### src/hw/mpc_train_pkg.sv
package mpc_train_pkg;

    // ==========
    // operand codes, full seven bits with the top bit set
    // ==========
    localparam logic [6:0] OP_BUF_READ      = 7'h41;
    localparam logic [6:0] OP_PATTERN_READ  = 7'h43;
    localparam logic [6:0] OP_BUF_WRITE     = 7'h47;
    localparam logic [6:0] OP_OSC_START     = 7'h49;
    localparam logic [6:0] OP_OSC_STOP      = 7'h4d;
    localparam logic [6:0] OP_CAL_BEGIN     = 7'h4f;
    localparam logic [6:0] OP_CAL_APPLY     = 7'h51;

    // ==========
    // training buffer shape
    // ==========
    localparam int         BURST_BEATS      = 16;
    localparam int         BUF_ENTRIES      = 5;
    localparam int         PTR_W            = 3;
    localparam int         BEAT_W           = 4;
    localparam int         PEND_W           = 3;
    localparam int         PATTERN_HALF     = 8;
    localparam int         DMI_W            = 2;
    localparam logic [PTR_W-1:0]  PTR_LAST  = 3'h4;
    localparam logic [BEAT_W-1:0] BEAT_LAST = 4'hf;
    localparam logic [PTR_W-1:0]  PTR_RESET = 3'h0;

    // ==========
    // pending training transfer kinds
    // ==========
    typedef enum logic [1:0] {
        XFER_NONE,
        XFER_BUF_WRITE,
        XFER_BUF_READ,
        XFER_PATTERN
    } xfer_kind_t;

endpackage : mpc_train_pkg

### src/hw/lpddr4_mpc_training_fifo.sv
// Overview of operation
// [RULE1] top bit low: no-op; 41h buffer read; 43h pattern read
// [RULE2] 47h buffer write; 49h oscillator start
// [RULE3] 4Dh oscillator stop; 4Fh cal begin; 51h cal apply
// [RULE4] reserved codes change no state
// [RULE5] buffer transfers are always sixteen beats
// [RULE6] CAS-2 directly follows a transferring training command
// [RULE7] CAS-2 operand bits are low
// [RULE8] buffer writes taken in any bank or refresh state
// [RULE9] buffer writes may run back to back
// [RULE10] buffer writes use the write latency
// [RULE11] five entries in turn; sixth write overwrites the first
// [RULE12] unwritten entries are undefined
// [RULE13] read pointer advances per read, wraps after five
// [RULE14] unwritten entry reads are undefined
// [RULE15] buffer reads follow writes with no disturbing command
// [RULE16] cke fall, writes, reads, pattern and mode reads disturb pointers
// [RULE17] write-to-training-write delay kept after a write
// [RULE18] training read-to-read delay kept before a read
// [RULE19] buffer reads use the read latency
// [RULE20] mask pins driven on buffer reads when any mode needs them
// [RULE21] buffer reads may run back to back, data intact
// [RULE22] top bit on the first edge, the rest on the second
// [RULE23] latency counts from the CAS-2 second edge
`timescale 1ns/1ps

// ==========
// write data fifo
// ==========
module beat_fifo #(
    parameter int WIDTH = 18,
    parameter int DEPTH = 16
) (
    input  wire logic             clk_i,
    input  wire logic             srst_i,
    input  wire logic             in_valid_i,
    output logic                  in_ready_o,
    input  wire logic [WIDTH-1:0] in_data_i,
    output logic                  out_valid_o,
    input  wire logic             out_ready_i,
    output logic      [WIDTH-1:0] out_data_o
);
    localparam int AW = $clog2(DEPTH);

    initial begin
        if (DEPTH < 2 || (1 << AW) != DEPTH || WIDTH < 1) begin
            $error("beat_fifo: depth must be a power of two of at least 2");
        end
    end

    typedef struct packed {
        logic [DEPTH-1:0][WIDTH-1:0] mem;
        logic [AW-1:0]               wr_ptr;
        logic [AW-1:0]               rd_ptr;
        logic [AW:0]                 count;
    } fifo_state_t;

    fifo_state_t st_reg;
    fifo_state_t st_next;
    logic        push;
    logic        pop;

    assign in_ready_o  = (st_reg.count != DEPTH[AW:0]);
    assign out_valid_o = (st_reg.count != '0);
    assign out_data_o  = st_reg.mem[st_reg.rd_ptr];
    assign push        = in_valid_i && in_ready_o;
    assign pop         = out_valid_o && out_ready_i;

    always_comb begin
        st_next = st_reg;
        if (push) begin
            st_next.mem[st_reg.wr_ptr] = in_data_i;
            st_next.wr_ptr = st_reg.wr_ptr + 1'b1;
        end
        if (pop) begin
            st_next.rd_ptr = st_reg.rd_ptr + 1'b1;
        end
        if (push && !pop) begin
            st_next.count = st_reg.count + 1'b1;
        end else if (pop && !push) begin
            st_next.count = st_reg.count - 1'b1;
        end
    end

    always_ff @(posedge clk_i) begin
        if (srst_i) begin
            st_reg <= '0;
        end else begin
            st_reg <= st_next;
        end
    end
endmodule : beat_fifo

// ==========
// command decode, training buffer and data engines
// ==========
module lpddr4_mpc_training_fifo #(
    parameter int DQ_W    = 16,
    parameter int LAT_MAX = 64,
    parameter int FIFO_D  = 16
) (
    input  wire logic              clk_i,
    input  wire logic              srst_i,
    input  wire logic              cke_i,
    input  wire logic              mpc_edge1_i,
    input  wire logic              op_top_i,
    input  wire logic              mpc_edge2_i,
    input  wire logic [5:0]        op_low_i,
    input  wire logic              cas2_edge2_i,
    input  wire logic              norm_write_i,
    input  wire logic              mask_write_i,
    input  wire logic              norm_read_i,
    input  wire logic              mode_read_i,
    input  wire logic [5:0]        write_lat_i,
    input  wire logic [5:0]        read_lat_i,
    input  wire logic              wr_inv_en_i,
    input  wire logic              rd_inv_en_i,
    input  wire logic              mask_en_i,
    input  wire logic [7:0]        pattern_lo_i,
    input  wire logic [7:0]        pattern_hi_i,
    input  wire logic [DQ_W-1:0]   invert_mask_i,
    input  wire logic              wdata_valid_i,
    output logic                   wdata_ready_o,
    input  wire logic [DQ_W-1:0]   wdata_i,
    input  wire logic [1:0]        wdmi_i,
    output logic                   rdata_valid_o,
    output logic      [DQ_W-1:0]   rdata_o,
    output logic      [1:0]        rdmi_o,
    output logic                   rdmi_oe_o,
    output logic                   osc_start_o,
    output logic                   osc_stop_o,
    output logic                   impedance_cal_begin_o,
    output logic                   impedance_cal_apply_o
);
    localparam int W    = DQ_W + mpc_train_pkg::DMI_W;
    localparam int NB   = mpc_train_pkg::BURST_BEATS;
    localparam int NE   = mpc_train_pkg::BUF_ENTRIES;
    localparam int PW   = mpc_train_pkg::PTR_W;
    localparam int BW   = mpc_train_pkg::BEAT_W;
    localparam int QW   = mpc_train_pkg::PEND_W;
    localparam int HALF = mpc_train_pkg::PATTERN_HALF;

    initial begin
        if (DQ_W < 1 || LAT_MAX < 2 || LAT_MAX > 64) begin
            $error("lpddr4_mpc_training_fifo: unsupported parameters");
        end
    end

    typedef struct packed {
        logic [2:0]                   cke_sync;
        logic                         cke_stable;
        logic                         op_top;
        mpc_train_pkg::xfer_kind_t    await_cas2;
        logic [LAT_MAX-1:0]           wr_line;
        logic [LAT_MAX-1:0]           rd_line;
        logic [LAT_MAX-1:0]           pat_line;
        logic [QW-1:0]                wr_pend;
        logic [QW-1:0]                rd_pend;
        logic                         rd_active;
        logic                         rd_is_pat;
        logic [PW-1:0]                wptr;
        logic [PW-1:0]                rptr;
        logic [BW-1:0]                wbeat;
        logic [BW-1:0]                rbeat;
        logic [NE-1:0]                written;
        logic [NE-1:0][NB-1:0][W-1:0] mem;
        logic                         rvalid;
        logic [DQ_W-1:0]              rdata;
        logic [1:0]                   rdmi;
        logic                         rdmi_oe;
        logic                         osc_start;
        logic                         osc_stop;
        logic                         cal_begin;
        logic                         cal_apply;
    } core_state_t;

    core_state_t    st_reg;
    core_state_t    st_next;
    logic           fifo_valid;
    logic           fifo_ready;
    logic [W-1:0]   fifo_data;

    // entries advance modulo five
    function automatic logic [PW-1:0] ptr_inc(input logic [PW-1:0] p);
        ptr_inc = (p == mpc_train_pkg::PTR_LAST) ? mpc_train_pkg::PTR_RESET
                                                 : p + 1'b1;
    endfunction : ptr_inc

    // fires when the shifted command reaches the programmed latency
    function automatic logic lat_tap(input logic [LAT_MAX-1:0] line,
                                     input logic               now,
                                     input logic [5:0]         lat);
        if (lat == 6'h00) begin
            lat_tap = now;
        end else begin
            lat_tap = line[lat - 6'h01];
        end
    endfunction : lat_tap

    beat_fifo #(
        .WIDTH (W),
        .DEPTH (FIFO_D)
    ) u_wfifo (
        .clk_i       (clk_i),
        .srst_i      (srst_i),
        .in_valid_i  (wdata_valid_i),
        .in_ready_o  (wdata_ready_o),
        .in_data_i   ({wdmi_i, wdata_i}),
        .out_valid_o (fifo_valid),
        .out_ready_i (fifo_ready),
        .out_data_o  (fifo_data)
    );

    // the buffer drains the fifo only while a write burst is due
    assign fifo_ready = (st_reg.wr_pend != '0);

    always_comb begin
        logic [6:0] op;
        logic       disturb;
        logic       cke_fall;
        logic       cas_wr;
        logic       cas_rd;
        logic       cas_pat;
        logic       wr_due;
        logic       rd_due;
        logic       pat_due;
        logic       wr_done;
        logic       rd_start;
        logic       pat_bit;
        logic       any_inv;
        op       = {st_reg.op_top, op_low_i};
        disturb  = 1'b0;
        cke_fall = 1'b0;
        cas_wr   = 1'b0;
        cas_rd   = 1'b0;
        cas_pat  = 1'b0;
        wr_done  = 1'b0;
        rd_start = 1'b0;
        pat_bit  = 1'b0;
        any_inv  = wr_inv_en_i || rd_inv_en_i || mask_en_i;
        st_next  = st_reg;

        st_next.osc_start = 1'b0;
        st_next.osc_stop  = 1'b0;
        st_next.cal_begin = 1'b0;
        st_next.cal_apply = 1'b0;

        // ==========
        // clock enable: three stages, change taken when last two agree
        // ==========
        st_next.cke_sync = {st_reg.cke_sync[1:0], cke_i};
        if (st_reg.cke_sync[1] == st_reg.cke_sync[2]) begin
            st_next.cke_stable = st_reg.cke_sync[2];
            cke_fall = st_reg.cke_stable && !st_reg.cke_sync[2];
        end

        // ==========
        // operand capture and decode
        // ==========
        if (mpc_edge1_i) begin
            st_next.op_top = op_top_i;                      // [RULE22]
        end
        if (mpc_edge2_i && st_reg.op_top) begin             // [RULE1]
            case (op)                                       // [RULE22]
                mpc_train_pkg::OP_BUF_READ: begin           // [RULE1]
                    st_next.await_cas2 = mpc_train_pkg::XFER_BUF_READ;
                end
                mpc_train_pkg::OP_PATTERN_READ: begin       // [RULE1]
                    st_next.await_cas2 = mpc_train_pkg::XFER_PATTERN;
                    disturb = 1'b1;                         // [RULE16]
                end
                mpc_train_pkg::OP_BUF_WRITE: begin          // [RULE2]
                    st_next.await_cas2 = mpc_train_pkg::XFER_BUF_WRITE;
                end
                mpc_train_pkg::OP_OSC_START: begin          // [RULE2]
                    st_next.osc_start = 1'b1;
                end
                mpc_train_pkg::OP_OSC_STOP: begin           // [RULE3]
                    st_next.osc_stop = 1'b1;
                end
                mpc_train_pkg::OP_CAL_BEGIN: begin          // [RULE3]
                    st_next.cal_begin = 1'b1;
                end
                mpc_train_pkg::OP_CAL_APPLY: begin          // [RULE3]
                    st_next.cal_apply = 1'b1;
                end
                default: begin
                    // reserved code: nothing changes          [RULE4]
                end
            endcase
        end

        // ==========
        // CAS-2 launches the transfer chosen by the preceding command
        // ==========
        if (cas2_edge2_i) begin                             // [RULE6]
            cas_wr  = (st_reg.await_cas2 == mpc_train_pkg::XFER_BUF_WRITE);
            cas_rd  = (st_reg.await_cas2 == mpc_train_pkg::XFER_BUF_READ);
            cas_pat = (st_reg.await_cas2 == mpc_train_pkg::XFER_PATTERN);
            st_next.await_cas2 = mpc_train_pkg::XFER_NONE;
        end

        // latency lines count from the CAS-2 second edge       [RULE23]
        st_next.wr_line  = {st_reg.wr_line[LAT_MAX-2:0], cas_wr};
        st_next.rd_line  = {st_reg.rd_line[LAT_MAX-2:0], cas_rd};
        st_next.pat_line = {st_reg.pat_line[LAT_MAX-2:0], cas_pat};
        wr_due  = lat_tap(st_reg.wr_line, cas_wr, write_lat_i);  // [RULE10]
        rd_due  = lat_tap(st_reg.rd_line, cas_rd, read_lat_i);   // [RULE19]
        pat_due = lat_tap(st_reg.pat_line, cas_pat, read_lat_i); // [RULE19]

        // ==========
        // write engine: sixteen beats per burst, regardless of mode state
        // ==========
        if (fifo_valid && fifo_ready) begin                 // [RULE8]
            st_next.mem[st_reg.wptr][st_reg.wbeat] = fifo_data;
            st_next.wbeat = st_reg.wbeat + 1'b1;            // [RULE5]
            if (st_reg.wbeat == mpc_train_pkg::BEAT_LAST) begin
                wr_done = 1'b1;
                st_next.written[st_reg.wptr] = 1'b1;        // [RULE12]
                st_next.wptr = ptr_inc(st_reg.wptr);        // [RULE11]
            end
        end
        // queued bursts keep seamless writes from being lost  [RULE9]
        st_next.wr_pend = st_reg.wr_pend + QW'(wr_due) - QW'(wr_done);

        // ==========
        // read engine: buffer entries or the calibration pattern
        // ==========
        st_next.rvalid  = 1'b0;
        st_next.rdmi_oe = 1'b0;
        st_next.rdata   = '0;
        st_next.rdmi    = '0;
        st_next.rd_pend = st_reg.rd_pend + QW'(rd_due || pat_due);
        if (pat_due) begin
            st_next.rd_is_pat = 1'b1;
        end else if (rd_due) begin
            st_next.rd_is_pat = 1'b0;
        end
        if (!st_reg.rd_active && st_reg.rd_pend != '0) begin
            rd_start = 1'b1;
        end
        if (rd_start) begin
            st_next.rd_active = 1'b1;
            st_next.rbeat     = '0;
            st_next.rd_pend   = st_next.rd_pend - 1'b1;
        end
        if (st_reg.rd_active) begin
            st_next.rvalid = 1'b1;
            st_next.rbeat  = st_reg.rbeat + 1'b1;           // [RULE5]
            if (st_reg.rd_is_pat) begin
                if (st_reg.rbeat < BW'(HALF)) begin
                    pat_bit = pattern_lo_i[st_reg.rbeat[2:0]];
                end else begin
                    pat_bit = pattern_hi_i[st_reg.rbeat[2:0]];
                end
                st_next.rdata   = {DQ_W{pat_bit}} ^ invert_mask_i;
                st_next.rdmi    = {2{pat_bit}};
                st_next.rdmi_oe = 1'b1;
            end else begin
                if (st_reg.written[st_reg.rptr]) begin      // [RULE14]
                    {st_next.rdmi, st_next.rdata} =
                        st_reg.mem[st_reg.rptr][st_reg.rbeat];
                end
                st_next.rdmi_oe = any_inv;                  // [RULE20]
                if (!any_inv) begin
                    st_next.rdmi = '0;
                end
            end
            if (st_reg.rbeat == mpc_train_pkg::BEAT_LAST) begin
                if (!st_reg.rd_is_pat) begin
                    st_next.rptr = ptr_inc(st_reg.rptr);    // [RULE13]
                end
                // a queued burst follows with no idle beat    [RULE21]
                if (st_reg.rd_pend != '0) begin
                    st_next.rbeat   = '0;
                    st_next.rd_pend = st_next.rd_pend - 1'b1;
                end else begin
                    st_next.rd_active = 1'b0;
                end
            end
        end

        // ==========
        // pointer disturbance
        // ==========
        disturb = disturb || cke_fall || norm_write_i || mask_write_i
               || norm_read_i || mode_read_i;               // [RULE16]
        if (disturb) begin
            st_next.wptr    = mpc_train_pkg::PTR_RESET;     // [RULE16]
            st_next.rptr    = mpc_train_pkg::PTR_RESET;
            st_next.written = '0;                           // [RULE14]
        end
    end

    always_ff @(posedge clk_i) begin
        if (srst_i) begin
            st_reg <= '0;
        end else begin
            st_reg <= st_next;
        end
    end

    assign rdata_valid_o         = st_reg.rvalid;
    assign rdata_o               = st_reg.rdata;
    assign rdmi_o                = st_reg.rdmi;
    assign rdmi_oe_o             = st_reg.rdmi_oe;
    assign osc_start_o           = st_reg.osc_start;
    assign osc_stop_o            = st_reg.osc_stop;
    assign impedance_cal_begin_o = st_reg.cal_begin;
    assign impedance_cal_apply_o = st_reg.cal_apply;
endmodule : lpddr4_mpc_training_fifo

### config.mk
export PLATFORM = sky130hd
export DESIGN_NAME = lpddr4_mpc_training_fifo
export DESIGN_NICKNAME = d
export VERILOG_FILES = /design/src/hw/mpc_train_pkg.sv /design/src/hw/lpddr4_mpc_training_fifo.sv
export SDC_FILE = /design/constraint.sdc
export NUM_CORES = 2
export LEC_CHECK = 0
export BUFFER_PORTS_ARGS = -buffer_cell sky130_fd_sc_hd__buf_2
export CORE_MARGIN = 2
export CORE_UTILIZATION = 60
export DETAILED_ROUTE_END_ITERATION = 7
export GPL_TIMING_DRIVEN = 0
export HOLD_SLACK_MARGIN = 0.02
export PLACE_DENSITY_LB_ADDON = 0.05
export REMOVE_ABC_BUFFERS = 1
export SKIP_CTS_REPAIR_TIMING = 1
export SLEW_MARGIN = 0
export SYNTH_ARGS = -nofsm -noshare
export SYNTH_HDL_FRONTEND = slang
export SYNTH_SLANG_ARGS = --single-unit
### constraint.sdc
create_clock -name clk_i -period 8.06 [get_ports clk_i]
set_input_delay 0.403 -clock clk_i [delete_from_list [all_inputs] [get_ports clk_i]]
set_output_delay 0.403 -clock clk_i [all_outputs]
set_load 0.01 [all_outputs]
Word-level counts from Yosys, hierarchy flattened
Cells that the tools add are included.
{"block": "classes", "n_addsub": 15, "n_lt_le_gt_ge": 13, "n_eq_ne": 16, "muxes": 67, "bitwise_logic": 5, "reduce_logical": 38}
{"op": "bitwise mux 1440 bit", "n": 1}
{"op": "binary-select mux 288 bit (select 3 bit)", "n": 1}
{"op": "demux 288 bit (select 3 bit)", "n": 1}
{"op": "two-way mux 288 bit", "n": 2}
{"op": "bitwise mux 288 bit", "n": 1}
{"op": "binary-select mux 18 bit (select 4 bit)", "n": 2}
{"op": "demux 18 bit (select 4 bit)", "n": 2}
{"op": "two-way mux 18 bit", "n": 5}
{"op": "== test 7 bit, second input constant", "n": 7}
{"op": "two-way mux 1 bit", "n": 29}
{"op": "two-way mux 4 bit", "n": 7}
{"op": "< comparator 4 x 5 -> 1 bit, second input constant", "n": 4}
{"op": "two-way mux 20 bit", "n": 1}
{"op": "two-way mux 19 bit", "n": 1}
{"op": "binary-select mux 1 bit (select 6 bit)", "n": 3}
{"op": "adder 4 x 1 -> 4 bit, second input constant", "n": 4}
{"op": "bitwise XOR 16 bit", "n": 1}
{"op": "< comparator 6 x 7 -> 1 bit, second input constant", "n": 2}
{"op": "logical NOT 6 bit", "n": 2}
{"op": "< comparator 3 x 4 -> 1 bit, second input constant", "n": 3}
{"op": "subtractor 6 x 1 -> 6 bit, second input constant", "n": 2}
{"op": "logical AND 1 bit", "n": 10}
{"op": "two-way mux 5 bit", "n": 2}
{"op": "binary-select mux 1 bit (select 3 bit)", "n": 3}
{"op": "29 further kinds", "n": 58}
{"block": "totals", "register_bits": 1991, "inputBits": 83, "out_inout_bits": 25, "wordCells": 277}

Logic depth before layout (Yosys ltp)
{"block": "depth", "depth_word": 12, "depth_mapped": 23, "mapped_depth_nobuf": 19}

Modules after synthesis
A second synthesis with hierarchy kept.
{"block": "hier_totals", "hier_cells": 9811, "area_unflattened_um2": 85067.8}
{"mod": "lpddr4_mpc_training_fifo", "instances": 1, "cells_per_inst": 8600, "area_per_inst_um2": 71628.7, "seq_area_each_um2": 33832.4}
{"mod": "beat_fifo", "instances": 1, "cells_per_inst": 1211, "area_per_inst_um2": 13439.1, "seq_area_each_um2": 6025.8}

Worst setup path after synthesis
No wires, ideal clock.
{"block": "synth_timing", "path_kind": "input port to flip-flop", "start": "input port read_lat_i[0]", "end": "register st_reg[1486] (netlist name)", "setup_time_ns": 0.065, "arrival_ns": 4.612, "required_time_ns": 7.995, "slack_ns": 3.383, "path_stages": 20, "n_path_buf": 4, "cell_sequence": "buf_6 -> buf_2 -> inv_1 -> ha_1 -> clkbuf_1 -> clkbuf_1 -> mux4_2 -> a222oi_1 -> a311oi_1 -> nor4b_1 -> nand3_1 -> ha_1 -> ha_1 -> inv_1 -> ha_1 -> nand2_1 -> o21ai_0 -> ha_1 -> mux2_2 -> nor2_1"}
{"block": "synth_via", "elab_chain_len": 12, "word_cells_on_any_way": 16, "classes_between": "add/sub: 4; mux: 10; reduce/logical: 2"}
{"element": "from (decl)", "line_no": "lpddr4_mpc_training_fifo.sv:115", "rtl": "input wire logic [5:0] read_lat_i,"}
{"element": "subtractor 6 x 1 -> 6 bit", "line_no": "lpddr4_mpc_training_fifo.sv:196", "rtl": "lat_tap = line[lat - 6'h01];"}
{"element": "binary-select mux 1 bit (select 6 bit)", "line_no": "lpddr4_mpc_training_fifo.sv:196"}
{"element": "two-way mux 1 bit (not written as such)", "line_no": "lpddr4_mpc_training_fifo.sv:196"}
{"element": "two-way mux 1 bit", "line_no": "lpddr4_mpc_training_fifo.sv:193", "rtl": "if (lat == 6'h00) begin"}
{"element": "logical OR 1 bit *", "line_no": "lpddr4_mpc_training_fifo.sv:333", "rtl": "st_next.rd_pend = st_reg.rd_pend + QW'(rd_due || pat_due);"}
{"element": "adder 3 x 1 -> 3 bit *", "line_no": "lpddr4_mpc_training_fifo.sv:333"}
{"element": "subtractor 3 x 1 -> 3 bit", "line_no": "lpddr4_mpc_training_fifo.sv:345", "rtl": "st_next.rd_pend = st_next.rd_pend - 1'b1;"}
{"element": "two-way mux 4 bit *", "line_no": "lpddr4_mpc_training_fifo.sv:342", "rtl": "if (rd_start) begin"}
{"element": "subtractor 3 x 1 -> 3 bit", "line_no": "lpddr4_mpc_training_fifo.sv:376", "rtl": "st_next.rd_pend = st_next.rd_pend - 1'b1;"}
{"element": "two-way mux 3 bit", "line_no": "lpddr4_mpc_training_fifo.sv:374", "rtl": "if (st_reg.rd_pend != '0) begin"}
{"element": "two-way mux 4 bit", "line_no": "lpddr4_mpc_training_fifo.sv:369", "rtl": "if (st_reg.rbeat == mpc_train_pkg::BEAT_LAST) begin"}
{"element": "two-way mux 4 bit *", "line_no": "lpddr4_mpc_training_fifo.sv:347", "rtl": "if (st_reg.rd_active) begin"}
{"element": "to (signal assigned)", "line_no": "lpddr4_mpc_training_fifo.sv:399", "rtl": "st_reg <= st_next;"}
{"element": "to (decl)", "line_no": "lpddr4_mpc_training_fifo.sv:177", "rtl": "core_state_t st_reg;"}
Every way passes the cells marked *; elsewhere a longest branch is shown, timed or not. The select of a mux whose other input is x is not followed.
A chain may end at the register's enable or synchronous reset.

Worst setup path in the final report
Ends and elaborated chain as after synthesis.

==> flow_summary.json <==
{
  "r2r_slack_ns": 3.19,
  "clk_latency_ns": 0.84,
  "grt_pass1_wl_mm": 392,
  "tightestPinTransition_ns": 1.38,
  "std_cell_rows": 137,
  "r2r-end": "rdata_o[6]",
  "endpoint_kind": "register",
  "portBuffers": 107,
  "drt.antenna.violating_nets": 0,
  "synth_cell_types": 69,
  "avgSynthCellArea_um2": 8.73,
  "start_kind": "primary input",
  "cts_sinks": 1991,
  "period_share_pct": 63.7,
  "fin_skew_ns": 0.0221,
  "wire_per_inst_um": 22.9,
  "drive_above_1_share_pct": 12.7,
  "synthTopCellsByCount": "nand2_1, dfxtp_1, a21oi_1",
  "power_leakage_uw": 0.0293,
  "critical_path.startpoint": "read_lat_i[0]",
  "crit_fanout": 26,
  "hold_viol_final": 0,
  "r2r_cells": 11,
  "synth_seq_cells": 1991,
  "clk_pin_slew_ns": 0.06,
  "max_freq_mhz": 195,
  "rsz0062_at_grt": "false",
  "synth-edff-count": 0,
  "drv_cap": 0,
  "coreArea_um2": 140000,
  "crit_arrival_ns": 5.89,
  "tns_ns": 0,
  "clockBufferDepth": 3,
  "dp_slack_ns": 1.79,
  "yosys.area.top_type": "dfxtp_1",
  "nFillCells": 11400,
  "finalCriticalPeriod_ns": 5.14,
  "wirelength_mm": 259,
  "fp.dieH_um": 379,
  "p_per_area_nw_per_um2": 240,
  "timing.rr.start": "st_reg[1469]",
  "first_iter_violations": 7674,
  "die_x_um": 379,
  "syn_to_final_growth_pct": 10.2,
  "multi_input_area_um2": 40900,
  "io-pin-count": 108,
  "fin_nets": 9386,
  "synth_cells": 9669,
  "setup_slack_ns": 2.92,
  "required_ns": 8.82,
  "place_congestion": 0.931,
  "overflow": 0,
  "start_util_pct": 60.5,
  "synth.most_common_cell": "nand2_1",
  "dp.cells": 10900,
  "antenna_found_initial": 8,
  "die_area_um2": 144000,
  "endpoint": "st_reg[1486]",
  "track_usage_pct": 35.5,
  "yosysWarningCount": 0,
  "peakVddDrop_uv": 214,
  "setup-violations-final": 0,
  "ctsRootBufferMaster": "clkbuf_16",
  "hp-class": "in -> reg",
  "grt_max_degree": 235,
  "grt_pass1_vias": 66300,
  "drc": 0,
  "layout.cells.non_filler": 11300,
  "async_flop_share_pct": 0,
  "outcome": "completed",
  "dpl.hpwl_mm": 164,
  "cts-buffers-inserted": 199,
  "via_per_inst": 6.11,
  "seq_area_frac_synth_pct": 47.2,
  "cts_tree": "done",
  "drt-pass1-iter-count": 6,
  "syn-cell-area_um2": 84400,
  "synth_top_area_share_pct": 47.2,
  "drv_slew": 0,
  "seq_area_um2": 39900,
  "synth_area_leaders": "dfxtp_1, nand2_1, mux4_2",
  "largest_reg_flops": 1475,
  "relSlewSlack_pct": 5.45,
  "synth-main-ff-cell": "dfxtp_1",
  "htreeDepth": 4,
  "via_count": 69200,
  "setup.worst_path.class": "in -> reg"
}
[cells in the final DEF, fill, tap and decap left out, types with 9 or more instances in the layout]
cell           count
buf_8             28
o22ai_1           26
mux4_4            18
mux2i_1           56
nand2_1         3619
o21ai_0           17
buf_2            106
nand3_1           37
dlygate4sd3_1     39
ha_1              27
mux4_1            12
nand4_1           12
nor4_1            14
mux2_2            22
nand2b_1          13
mux4_2           512
buf_12             9
nor2_1            77
nor2_2            91
buf_6             10
dfxtp_1         1982
xnor2_1           26
diode_2           16
nor3_1            30
bufinv_16         10
a22oi_1           10
clkbuf_8          53
a211oi_1          16
clkinv_2          30
buf_16            52
inv_1             22
xor2_1            19
clkbuf_16        205
a21oi_1         1793
nor2b_1          241
o221ai_1          11
a221oi_1          11
clkbuf_1          47
[metal layers]
layer  vias to the layer above  share of wire, %  wire, µm  GRT usage [%]
met2                      3104                46    119000           55.3
met4                         8               4.9     12800           17.4
met5                         -              0.15       391           1.78
met1                     33700                40    103000           46.7
li1                      31800                 -         -              -
met3                       628               9.4     24500           7.76
[area by class of cell]
cell class / count / share of cell area, %
Clock buffer: 305 / 6.49
Timing Repair Buffer: 246 / 3.31
Multi-Input combinational cell: 6809 / 44.0
Inverter: 26 / 0.105
Antenna cell: 16 / 0.0431
Sequential cell: 1991 / 42.9
Tap cell: 1876 / 2.52
Clock inverter: 53 / 0.630
[power breakdown]
part           internal (µW)  switching [µW]  total [µW]
sequential              9920             118       10000
clock                   5450            3950        9400
combinational            952            1930        2880
total                  16300            5990       22300
[worst min-delay path by stage]
stage | endpoint | cells after the start | from | slack (ns)
2_1_floorplan | st_next[1689] | 1 | st_next[1688] | 0.41
3_3_place_gp | st_next[1689] | 1 | st_next[1688] | 0.42
3_5_place_dp | st_next[1689] | 1 | st_next[1688] | 0.42
4_1_cts | osc_stop_o | 2 | op_low_i[1] | -0.26
5_1_grt | rdata_o[14] | 4 | invert_mask_i[14] | 0.05
6_report | rdata_o[15] | 3 | invert_mask_i[15] | 0.08
[stage by stage]
stage | power, µW | utilization (%) | instance area, µm² | hold WS, ns
2_1_floorplan | 12000 | - | 80500 | 0.414
3_3_place_gp | 12900 | 59.8 | 83400 | 0.420
3_5_place_dp | 13100 | 61.6 | 85900 | 0.424
4_1_cts | 22300 | 66.3 | 92500 | -0.261
5_1_grt | 22900 | 66.6 | 93000 | 0.0537
6_report | 22300 | 66.6 | 93000 | 0.0799
[critical path, cell delays in order]
cell and delay, ns:
buf_2 0.57, inv_1 0.25, ha_1 0.45, xor2_4 0.75, mux4_1 0.67, mux2i_1 0.19, nor2_1 0.06, a41oi_1 0.18
nor4b_1 0.37, nand3_1 0.30, ha_1 0.29, ha_1 0.29, inv_1 0.04, ha_1 0.26, nand2_1 0.06, o21ai_0 0.11
ha_1 0.29, mux2_2 0.26, nor2_1 0.08
[cell families after synthesis]
group	after synthesis	share of synthesized area, %
flip-flops	1991	47.2
XOR/XNOR	46	0.500
buffers and inverters	869	4.67
AO/OA/AOI/OAI	1933	11.9
adder cells (fa/ha/maj)	30	0.463
AND/OR/NAND/NOR	4180	19.7
multiplexers	620	15.5
Note: power is estimated with default switching activity, not from simulation.
